===== src/include/dtg_pkg.sv =====
package dtg_pkg;

   // register bus
   localparam int ADDR_W = 8;
   localparam logic [7:0] ADDR_TIMER_CONTROL = 8'h88;
   localparam logic [7:0] ADDR_TIMER_MODE_CONTROL = 8'h89;
   localparam logic [7:0] ADDR_TIMER_ZERO_COUNT = 8'h8A;
   localparam logic [7:0] ADDR_TIMER_ONE_COUNT = 8'h8B;
   localparam logic [7:0] ADDR_IRQ_STATUS = 8'h8C;
   localparam logic [7:0] ADDR_IRQ_MASK = 8'h8D;
   localparam logic [7:0] ADDR_SERVICE_ACK = 8'h8E;

   // timer control bit positions
   localparam int BIT_TIMER_ZERO_OVERFLOW_FLAG = 5;
   localparam int BIT_TIMER_ZERO_RUN = 4;
   localparam int BIT_EXT_IRQ_ONE_FLAG = 3;
   localparam int BIT_EXT_IRQ_ONE_TYPE = 2;
   localparam int BIT_EXT_IRQ_ZERO_FLAG = 1;
   localparam int BIT_EXT_IRQ_ZERO_TYPE = 0;
   localparam int BIT_TIMER_ONE_RUN = 6;

   // timer mode control bit positions
   localparam int BIT_GATE_ONE = 7;
   localparam int BIT_SOURCE_ONE = 6;
   localparam int BIT_GATE_ZERO = 3;
   localparam int BIT_SOURCE_ZERO = 2;

   // service acknowledge bit positions
   localparam int BIT_ACK_TIMER_ZERO = 0;
   localparam int BIT_ACK_EXT_ZERO = 1;
   localparam int BIT_ACK_EXT_ONE = 2;

   // interrupt status bit positions
   localparam int BIT_EV_TIMER_ZERO = 0;
   localparam int BIT_EV_EXT_ZERO = 1;
   localparam int BIT_EV_EXT_ONE = 2;
   localparam int BIT_EV_TIMER_ONE = 3;

   // reset values and counter maximum
   localparam logic [7:0] RESET_TIMER_CONTROL = 8'h00;
   localparam logic [7:0] RESET_TIMER_MODE_CONTROL = 8'h00;
   localparam logic [7:0] RESET_COUNT = 8'h00;
   localparam logic [3:0] RESET_IRQ = 4'h0;
   localparam logic [7:0] COUNT_MAX = 8'hFF;
   localparam logic [1:0] SYNC_RESET = 2'h3;

   typedef struct packed {
      logic [ADDR_W-1:0] addr;
      logic [7:0] wdata;
      logic wr;
      logic rd;
   } dtg_bus_req_t;

   typedef struct packed {
      logic [1:0] ext_zero_sync;
      logic [1:0] ext_one_sync;
      logic [1:0] count_zero_sync;
      logic [1:0] count_one_sync;
      logic ext_zero_prev;
      logic ext_one_prev;
      logic count_zero_prev;
      logic count_one_prev;
      logic [7:0] timer_control;
      logic [7:0] timer_mode_control;
      logic [7:0] count_zero;
      logic [7:0] count_one;
      logic [3:0] irq_status;
      logic [3:0] irq_mask;
      logic [7:0] rdata;
      logic irq;
   } dtg_state_t;

endpackage


===== src/dtg_timer_gate.sv =====
// Added by the designer: strobed register access.
`timescale 1ns/10ps
`default_nettype none
// What this block does
// - timer zero sets its overflow flag whenever its count rolls over from the maximum.
// - the overflow flag clears on entry to the timer-zero service routine and software may set or clear it.
// - each timer counts only while its run bit is one; the timer-zero run bit is bit 4.
// - the external-interrupt-one flag sets on the selected falling edge or low level of its pin.
// - the external-interrupt-zero flag sets on the selected falling edge or low level of its pin.
// - an external interrupt flag clears on vectoring only when that input is edge triggered.
// - in level mode an external interrupt flag follows the inverse of its pin rather than latching.
// - one type bit per external input selects edge or level, at bits 2 and 0.
// - with the timer-one gate set, timer one runs only while its interrupt pin is high and its run bit set.
// - with the timer-one gate clear, the interrupt pin is ignored and the run bit alone enables timer one.
// - with the timer-zero gate set, timer zero needs its interrupt pin high and run bit set, else run bit only.
// - timer one counts clock cycles when its source bit is clear and falling count-pin edges when set.
// - timer zero counts clock cycles when its source bit is clear and falling count-pin edges when set.
// - the mode register holds gate, source and two mode bits for timer one high and timer zero low.
module dtg_timer_gate
   import dtg_pkg::*;
(
   input wire logic clk_sys,
   input wire logic reset_n,
   input wire logic [ADDR_W-1:0] bus_addr,
   input wire logic [7:0] bus_wdata,
   input wire logic bus_wr,
   input wire logic bus_rd,
   output logic [7:0] bus_rdata,
   input wire logic ext_irq_zero_pin,
   input wire logic ext_irq_one_pin,
   input wire logic count_input_zero_pin,
   input wire logic count_input_one_pin,
   output logic irq,
   output logic ext_irq_zero_flag,
   output logic ext_irq_one_flag,
   output logic timer_zero_overflow_flag
);

   dtg_state_t st;
   dtg_state_t next_st;
   dtg_bus_req_t req;

   logic ez;
   logic e1;
   logic cz;
   logic c1;
   logic gate_ok_zero;
   logic gate_ok_one;
   logic tick_zero;
   logic tick_one;
   logic fall_ext_zero;
   logic fall_ext_one;
   logic wr_ctl;
   logic ack_wr;
   logic [3:0] events;

   ////////////////////////////////////////////////////////////////////////////
   // input qualification

   always_comb
   begin
      req = '{addr: bus_addr, wdata: bus_wdata, wr: bus_wr, rd: bus_rd};
      ez = st.ext_zero_sync[1];
      e1 = st.ext_one_sync[1];
      cz = st.count_zero_sync[1];
      c1 = st.count_one_sync[1];
      fall_ext_zero = st.ext_zero_prev & ~ez;
      fall_ext_one = st.ext_one_prev & ~e1;
      // gate term: pin high required only when gate bit set
      gate_ok_one = ~st.timer_mode_control[BIT_GATE_ONE] | e1;
      gate_ok_zero = ~st.timer_mode_control[BIT_GATE_ZERO] | ez;
      tick_zero = st.timer_control[BIT_TIMER_ZERO_RUN] & gate_ok_zero
         & (st.timer_mode_control[BIT_SOURCE_ZERO] ? (st.count_zero_prev & ~cz) : 1'b1);
      tick_one = st.timer_control[BIT_TIMER_ONE_RUN] & gate_ok_one
         & (st.timer_mode_control[BIT_SOURCE_ONE] ? (st.count_one_prev & ~c1) : 1'b1);
      wr_ctl = req.wr && req.addr == ADDR_TIMER_CONTROL;
      ack_wr = req.wr && req.addr == ADDR_SERVICE_ACK;
   end

   ////////////////////////////////////////////////////////////////////////////
   // next state

   always_comb
   begin
      next_st = st;
      events = 4'h0;
      // two-stage synchronisers, first stage read only by the second
      next_st.ext_zero_sync = {st.ext_zero_sync[0], ext_irq_zero_pin};
      next_st.ext_one_sync = {st.ext_one_sync[0], ext_irq_one_pin};
      next_st.count_zero_sync = {st.count_zero_sync[0], count_input_zero_pin};
      next_st.count_one_sync = {st.count_one_sync[0], count_input_one_pin};
      next_st.ext_zero_prev = ez;
      next_st.ext_one_prev = e1;
      next_st.count_zero_prev = cz;
      next_st.count_one_prev = c1;

      // software writes first; hardware sets below win over them
      if (wr_ctl)
         next_st.timer_control = req.wdata;
      if (req.wr && req.addr == ADDR_TIMER_MODE_CONTROL)
         next_st.timer_mode_control = req.wdata;
      if (req.wr && req.addr == ADDR_IRQ_MASK)
         next_st.irq_mask = req.wdata[3:0];
      if (req.wr && req.addr == ADDR_IRQ_STATUS)
         next_st.irq_status = st.irq_status & ~req.wdata[3:0];

      // service routine entry clears timer zero flag, and edge-mode ext flags
      if (ack_wr && req.wdata[BIT_ACK_TIMER_ZERO])
         next_st.timer_control[BIT_TIMER_ZERO_OVERFLOW_FLAG] = 1'b0;
      if (ack_wr && req.wdata[BIT_ACK_EXT_ZERO] && st.timer_control[BIT_EXT_IRQ_ZERO_TYPE])
         next_st.timer_control[BIT_EXT_IRQ_ZERO_FLAG] = 1'b0;
      if (ack_wr && req.wdata[BIT_ACK_EXT_ONE] && st.timer_control[BIT_EXT_IRQ_ONE_TYPE])
         next_st.timer_control[BIT_EXT_IRQ_ONE_FLAG] = 1'b0;

      // counters
      if (req.wr && req.addr == ADDR_TIMER_ZERO_COUNT)
         next_st.count_zero = req.wdata;
      else if (tick_zero)
         next_st.count_zero = st.count_zero + 8'h01;
      if (req.wr && req.addr == ADDR_TIMER_ONE_COUNT)
         next_st.count_one = req.wdata;
      else if (tick_one)
         next_st.count_one = st.count_one + 8'h01;

      if (tick_zero && st.count_zero == COUNT_MAX)
      begin
         next_st.timer_control[BIT_TIMER_ZERO_OVERFLOW_FLAG] = 1'b1;
         events[BIT_EV_TIMER_ZERO] = 1'b1;
      end
      if (tick_one && st.count_one == COUNT_MAX)
         events[BIT_EV_TIMER_ONE] = 1'b1;

      // type one = falling edge latched, zero = low level followed
      if (next_st.timer_control[BIT_EXT_IRQ_ZERO_TYPE])
      begin
         if (fall_ext_zero)
         begin
            next_st.timer_control[BIT_EXT_IRQ_ZERO_FLAG] = 1'b1;
            events[BIT_EV_EXT_ZERO] = 1'b1;
         end
      end
      else
      begin
         next_st.timer_control[BIT_EXT_IRQ_ZERO_FLAG] = ~ez;
         events[BIT_EV_EXT_ZERO] = fall_ext_zero;
      end
      if (next_st.timer_control[BIT_EXT_IRQ_ONE_TYPE])
      begin
         if (fall_ext_one)
         begin
            next_st.timer_control[BIT_EXT_IRQ_ONE_FLAG] = 1'b1;
            events[BIT_EV_EXT_ONE] = 1'b1;
         end
      end
      else
      begin
         next_st.timer_control[BIT_EXT_IRQ_ONE_FLAG] = ~e1;
         events[BIT_EV_EXT_ONE] = fall_ext_one;
      end

      next_st.irq_status = next_st.irq_status | events;
      next_st.irq = |(next_st.irq_status & next_st.irq_mask);

      // read data, one cycle after the strobe
      next_st.rdata = 8'h00;
      if (req.rd)
      begin
         unique case (req.addr)
            ADDR_TIMER_CONTROL: next_st.rdata = st.timer_control;
            ADDR_TIMER_MODE_CONTROL: next_st.rdata = st.timer_mode_control;
            ADDR_TIMER_ZERO_COUNT: next_st.rdata = st.count_zero;
            ADDR_TIMER_ONE_COUNT: next_st.rdata = st.count_one;
            ADDR_IRQ_STATUS: next_st.rdata = {4'h0, st.irq_status};
            ADDR_IRQ_MASK: next_st.rdata = {4'h0, st.irq_mask};
            default: next_st.rdata = 8'h00;
         endcase
      end
   end

   always_ff @(posedge clk_sys or negedge reset_n)
   begin
      if (!reset_n)
      begin
         st <= '{ext_zero_sync: SYNC_RESET, ext_one_sync: SYNC_RESET,
                 count_zero_sync: SYNC_RESET, count_one_sync: SYNC_RESET,
                 ext_zero_prev: 1'b1, ext_one_prev: 1'b1,
                 count_zero_prev: 1'b1, count_one_prev: 1'b1,
                 timer_control: RESET_TIMER_CONTROL,
                 timer_mode_control: RESET_TIMER_MODE_CONTROL,
                 count_zero: RESET_COUNT, count_one: RESET_COUNT,
                 irq_status: RESET_IRQ, irq_mask: RESET_IRQ,
                 rdata: 8'h00, irq: 1'b0};
      end
      else
      begin
         st <= next_st;
      end
   end

   ////////////////////////////////////////////////////////////////////////////
   // outputs

   always_comb
   begin
      bus_rdata = st.rdata;
      irq = st.irq;
      ext_irq_zero_flag = st.timer_control[BIT_EXT_IRQ_ZERO_FLAG];
      ext_irq_one_flag = st.timer_control[BIT_EXT_IRQ_ONE_FLAG];
      timer_zero_overflow_flag = st.timer_control[BIT_TIMER_ZERO_OVERFLOW_FLAG];
   end

   ////////////////////////////////////////////////////////////////////////////
   // assertions

   a_overflow_sets_flag: assert property (@(posedge clk_sys) disable iff (!reset_n)
      tick_zero && st.count_zero == 8'hFF && !ack_wr && !(bus_wr && bus_addr == ADDR_TIMER_ZERO_COUNT)
      |=> timer_zero_overflow_flag && st.count_zero == 8'h00)
      else $error("overflow flag not set on rollover");
   a_stopped_holds: assert property (@(posedge clk_sys) disable iff (!reset_n)
      !st.timer_control[4] && !(bus_wr && bus_addr == ADDR_TIMER_ZERO_COUNT) |=> $stable(st.count_zero))
      else $error("timer zero moved while stopped");
   a_gate_one_blocks: assert property (@(posedge clk_sys) disable iff (!reset_n)
      st.timer_mode_control[7] && !e1 |-> !tick_one)
      else $error("timer one ran with gate pin low");
   a_gate_zero_free: assert property (@(posedge clk_sys) disable iff (!reset_n)
      !st.timer_mode_control[3] && !st.timer_mode_control[2] && st.timer_control[4] |-> tick_zero)
      else $error("ungated timer zero not counting");
   a_level_follows: assert property (@(posedge clk_sys) disable iff (!reset_n)
      !st.timer_control[0] && !wr_ctl |=> ext_irq_zero_flag == ~$past(ez))
      else $error("level flag not following pin");
   a_edge_sets_one: assert property (@(posedge clk_sys) disable iff (!reset_n)
      st.timer_control[2] && fall_ext_one && !wr_ctl |=> ext_irq_one_flag ##0 st.irq_status[2])
      else $error("edge flag one not set");
   a_edge_ack_clears: assert property (@(posedge clk_sys) disable iff (!reset_n)
      ack_wr && bus_wdata[1] && st.timer_control[0] && !fall_ext_zero && !wr_ctl |=> !ext_irq_zero_flag)
      else $error("edge flag zero not cleared by ack");
   a_counter_edge: assert property (@(posedge clk_sys) disable iff (!reset_n)
      st.timer_mode_control[2] && !(st.count_zero_prev && !cz) |-> !tick_zero)
      else $error("counter advanced without pin edge");
   a_irq_level: assert property (@(posedge clk_sys) disable iff (!reset_n)
      irq == |(st.irq_status & st.irq_mask))
      else $error("irq output disagrees with status");

   c_overflow: cover property (@(posedge clk_sys) disable iff (!reset_n) $rose(timer_zero_overflow_flag));
   c_edge_zero: cover property (@(posedge clk_sys) disable iff (!reset_n) st.timer_control[0] && fall_ext_zero);
   c_gated_count: cover property (@(posedge clk_sys) disable iff (!reset_n) st.timer_mode_control[7] && tick_one);
   c_irq: cover property (@(posedge clk_sys) disable iff (!reset_n) $rose(irq));

endmodule
`default_nettype wire


===== config.mk =====
export PLATFORM = sky130hd
export DESIGN_NAME = dtg_timer_gate
export DESIGN_NICKNAME = d
export VERILOG_FILES = /design/src/include/dtg_pkg.sv /design/src/dtg_timer_gate.sv
export SDC_FILE = /design/constraint.sdc
export NUM_CORES = 1
export LEC_CHECK = 0
export ABC_CLOCK_PERIOD_IN_PS = 3100
export BUFFER_PORTS_ARGS = -buffer_cell sky130_fd_sc_hd__buf_2
export CORE_ASPECT_RATIO = 0.5
export CORE_MARGIN = 5
export CORE_UTILIZATION = 30
export DETAILED_ROUTE_END_ITERATION = 16
export GPL_ROUTABILITY_DRIVEN = 0
export PLACE_DENSITY = 0.47
export SYNTH_ARGS = -nofsm -noshare
export SYNTH_HDL_FRONTEND = slang
export SYNTH_SLANG_ARGS = --single-unit
export TNS_END_PERCENT = 100

===== constraint.sdc =====
create_clock -name clk_sys -period 3.1 [get_ports clk_sys]
set_input_delay 0.155 -clock clk_sys [delete_from_list [all_inputs] [get_ports clk_sys]]
set_output_delay 0.155 -clock clk_sys [all_outputs]
set_load 0.05 [all_outputs]

==> key figures <==
Die
  • Die width: 151 µm
  • Die area: 0.0121 mm²
  • Die Span Y: 80.5 µm
  • # IOs: 36
  • Site row count: 25
  • Starting density of the core: 0.311
  • Core box area: 0.00957 mm²

Routing
  • Via density: 4.92
  • Drt drc: 0
  • Antenna Nets Post-Route: 0
  • Drt first pass iters: 4
  • DR WL/cell: 18.4 µm
  • Routed wire length: 7830 µm
  • DRT iter0 DRCs: 144
  • Via Count: 2096

Placed design
  • I/O Buffers: 35
  • Worst slack, placed: 1.07 ns
  • Dpl hpwl: 5660 µm

Clock network
  • Clock Latency Late Sink: 0.33 ns
  • TritonCTS buffer count: 9
  • Clk pin slew, worst setup/hold paths: 0.05 ns
  • H-tree depth: 3
  • TritonCTS clock tree: built
  • Post-CTS Setup Inserts: 0
  • Max Root-Sink Buffers: 2
  • Clock root buffer: clkbuf_16
  • Num Clock Sinks: 61

Power and ir drop
  • Maximum vdd ir drop: 266 µV
  • Part of the power in registers: 0.411
  • Internal power: 1.90 mW
  • LEAKAGE: 1.56 nW
  • Power Density: 727 mW/mm²
  • Sw Share: 0.277
  • Final Power: 2.62 mW
  • Logic pwr share: 0.174
  • Sw Pwr: 0.725 mW
  • Clock share of power: 0.415

Global route
  • GRT Max-Usage Layer: met1
  • Vias in the first global route: 2214
  • All-Layer GR Usage: 0.145
  • Met2 usage in global routing: 0.203
  • GRT met3 Usage: 0.0462
  • First-pass GRT wire length: 12800 µm
  • Initial antenna violation count: 0
  • Overflow after GRT: 0
  • Routing usage on met1: 0.209
  • Largest net degree at the start of global routing: 33

Final layout
  • Area grow syn2layout: 21.0%
  • Fraction of layout cells with a size suffix above 1: 0.326
  • Post-Route Utilization: 0.377
  • Antenna cells: 0
  • Number of fill cells: 969
  • Nets@finish: 312

STA
  • Setup WS post-layout: 1.18 ns
  • Final min period: 1.92 ns
  • Final period util: 0.620
  • Worst rel slew slack: 0.409
  • Final setup viols: 0
  • Max Fclk: 520 MHz
  • Worst Skew: 0.00626 ns
  • Setup_tns: 0 ns
  • Final slew viol count: 0
  • RSZ-0062 raised after global routing: no
  • Final-report hold violation count: 0
  • Tightest Pin Transition: 0.882 ns

Yosys
  • Dominant cell type by area after synthesis: dfrtp_1
  • Ys flop type: dfrtp_1
  • EDFF count, synth: 0
  • Top cells by area, synth: dfrtp_1 (41%), dfstp_2 (11%), mux2_2 (5.7%)
  • Synth Instances: 249
  • Post-Syn Area: 0.00298 mm²
  • Synthesized Nets: 275
  • Syn avg cell area: 12.0 µm²
  • Most instantiated cells after synthesis: dfrtp_1 (49), nand2_1 (21), nor2_1 (17)
  • Register bit count reported by yosys: 61
  • Synth warnings: 0
  • Post-synth ARST share: 1.00
  • Seq/Total Area, Yosys: 0.517
  • Synth cell types: 51
  • Yosys top cell area share: 0.412
  • Count leader, synth: dfrtp_1

Worst setup path
  • CP required: 3.37 ns
  • CP Max Fanout: 4
  • Critical path endpoint category: flip-flop
  • Setup CP Type: flip-flop to flip-flop
  • Setup crit start kind: flip-flop
  • Arrival @ worst endpoint: 2.19 ns

Job
  • Max-cap violations: 0

Outcome
  • Outcome: completed

Worst hold path
  • Hold WC Path Type: input port to flip-flop
-- stage by stage --
| step | instances | cell area [µm²] | hold slack, ns |
|---|---|---|---|
| floorplan | 249 | 2980 | -0.141 |
| CTS | 426 | 3610 | 0.0970 |
| global placement | 405 | 3230 | 0.259 |
| detailed placement | 405 | 3230 | 0.262 |
| global route | 426 | 3610 | 0.114 |
| finish | 426 | 3610 | 0.0984 |
-- area by class of cell --
| cell class | count | area (µm²) | share of cell area |
|---|---|---|---|
| Clock inverter | 4 | 70.1 | 0.0194 |
| Multi-Input combinational cell | 163 | 1290 | 0.359 |
| Clock buffer | 12 | 256 | 0.0711 |
| Sequential cell | 61 | 1540 | 0.427 |
| Inverter | 9 | 33.8 | 0.00937 |
| Timing Repair Buffer | 42 | 240 | 0.0666 |
| Tap cell | 135 | 169 | 0.0468 |
-- layer usage --
metal  vias up  part of all wire  routed length [µm]
met2        53              0.42                3250
met4         0             0.015                 119
met3        11             0.058                 451
li1        964                 -                   -
met1      1068              0.51                4000
met5         -                 0                   0
-- flip-flops by register name, indices dropped and copies added (netlist names) --
register                  cells
st                           41
bus_rdata                     8
next_st                       4
c1                            1
cz                            1
e1                            1
ext_irq_one_flag              1
ext_irq_zero_flag             1
ez                            1
irq                           1
timer_zero_overflow_flag      1
-- worst max-delay path, stage by stage, from the launching register on --
cell	delay, ns
dfstp_2	0.56
nor2b_1	0.07
a2111oi_1	0.68
a32o_1	0.31
a22o_1	0.13
a221o_1	0.10
-- cells by family (layout without fill, tap and decap cells) --
family                     Yosys count  after routing  synth area share
and+or+nand+nor                     76             76             0.147
DFF                                 61             61             0.517
AOI/OAI and AO/OA                   40             40            0.0937
muxes                               31             31             0.145
buffers and inverters               25             67            0.0479
xor gates and xnor gates            14             14            0.0412
adders and majority gates            2              2           0.00840
-- power by group through the flow --
stage | sequential, mW | clock (mW) | combinational [mW]
2_1_floorplan | 1.05 | 0 | 0.313
3_3_place_gp | 1.09 | 0 | 0.447
3_5_place_dp | 1.09 | 0 | 0.451
4_1_cts | 1.08 | 1.11 | 0.462
5_1_grt | 1.10 | 1.16 | 0.517
6_report | 1.08 | 1.09 | 0.457
-- cells in the final DEF (no fill, tap or decap), types with 4 or more instances in the layout --
cell type      instances
a21oi_1                8
dlygate4sd3_1          5
o21ai_0               10
nand4_1                8
mux4_2                 6
buf_2                 35
nor3b_1                5
inv_1                  9
dfstp_2               12
mux2_2                15
nand2_1               21
xor2_1                 9
dfrtp_1               49
mux2i_1                6
clkbuf_16              9
nand3_1                4
xnor2_1                5
nor2_1                17
-- worst paths after layout --
| path | endpoint | cells after the start | slack (ns) | start |
|---|---|---|---|---|
| min reg2reg | ez | 0 | 0.35 | next_st[60] |
| min in group asynchronous | st[24] | 2 | 0.43 | reset_n |
| max reg2reg | irq | 5 | 1.18 | e1 |
| max in group asynchronous | st[52] | 3 | 1.75 | reset_n |
| max | irq | 5 | 1.18 | e1 |
| min | st[21] | 3 | 0.1 | bus_wdata[4] |
-- repair_timing --
action,in CTS,in global routing
hold buffers,5,0
hold endpoints to repair,32,0
resized for setup,0,0
Note: power is estimated with default switching activity, not from simulation.
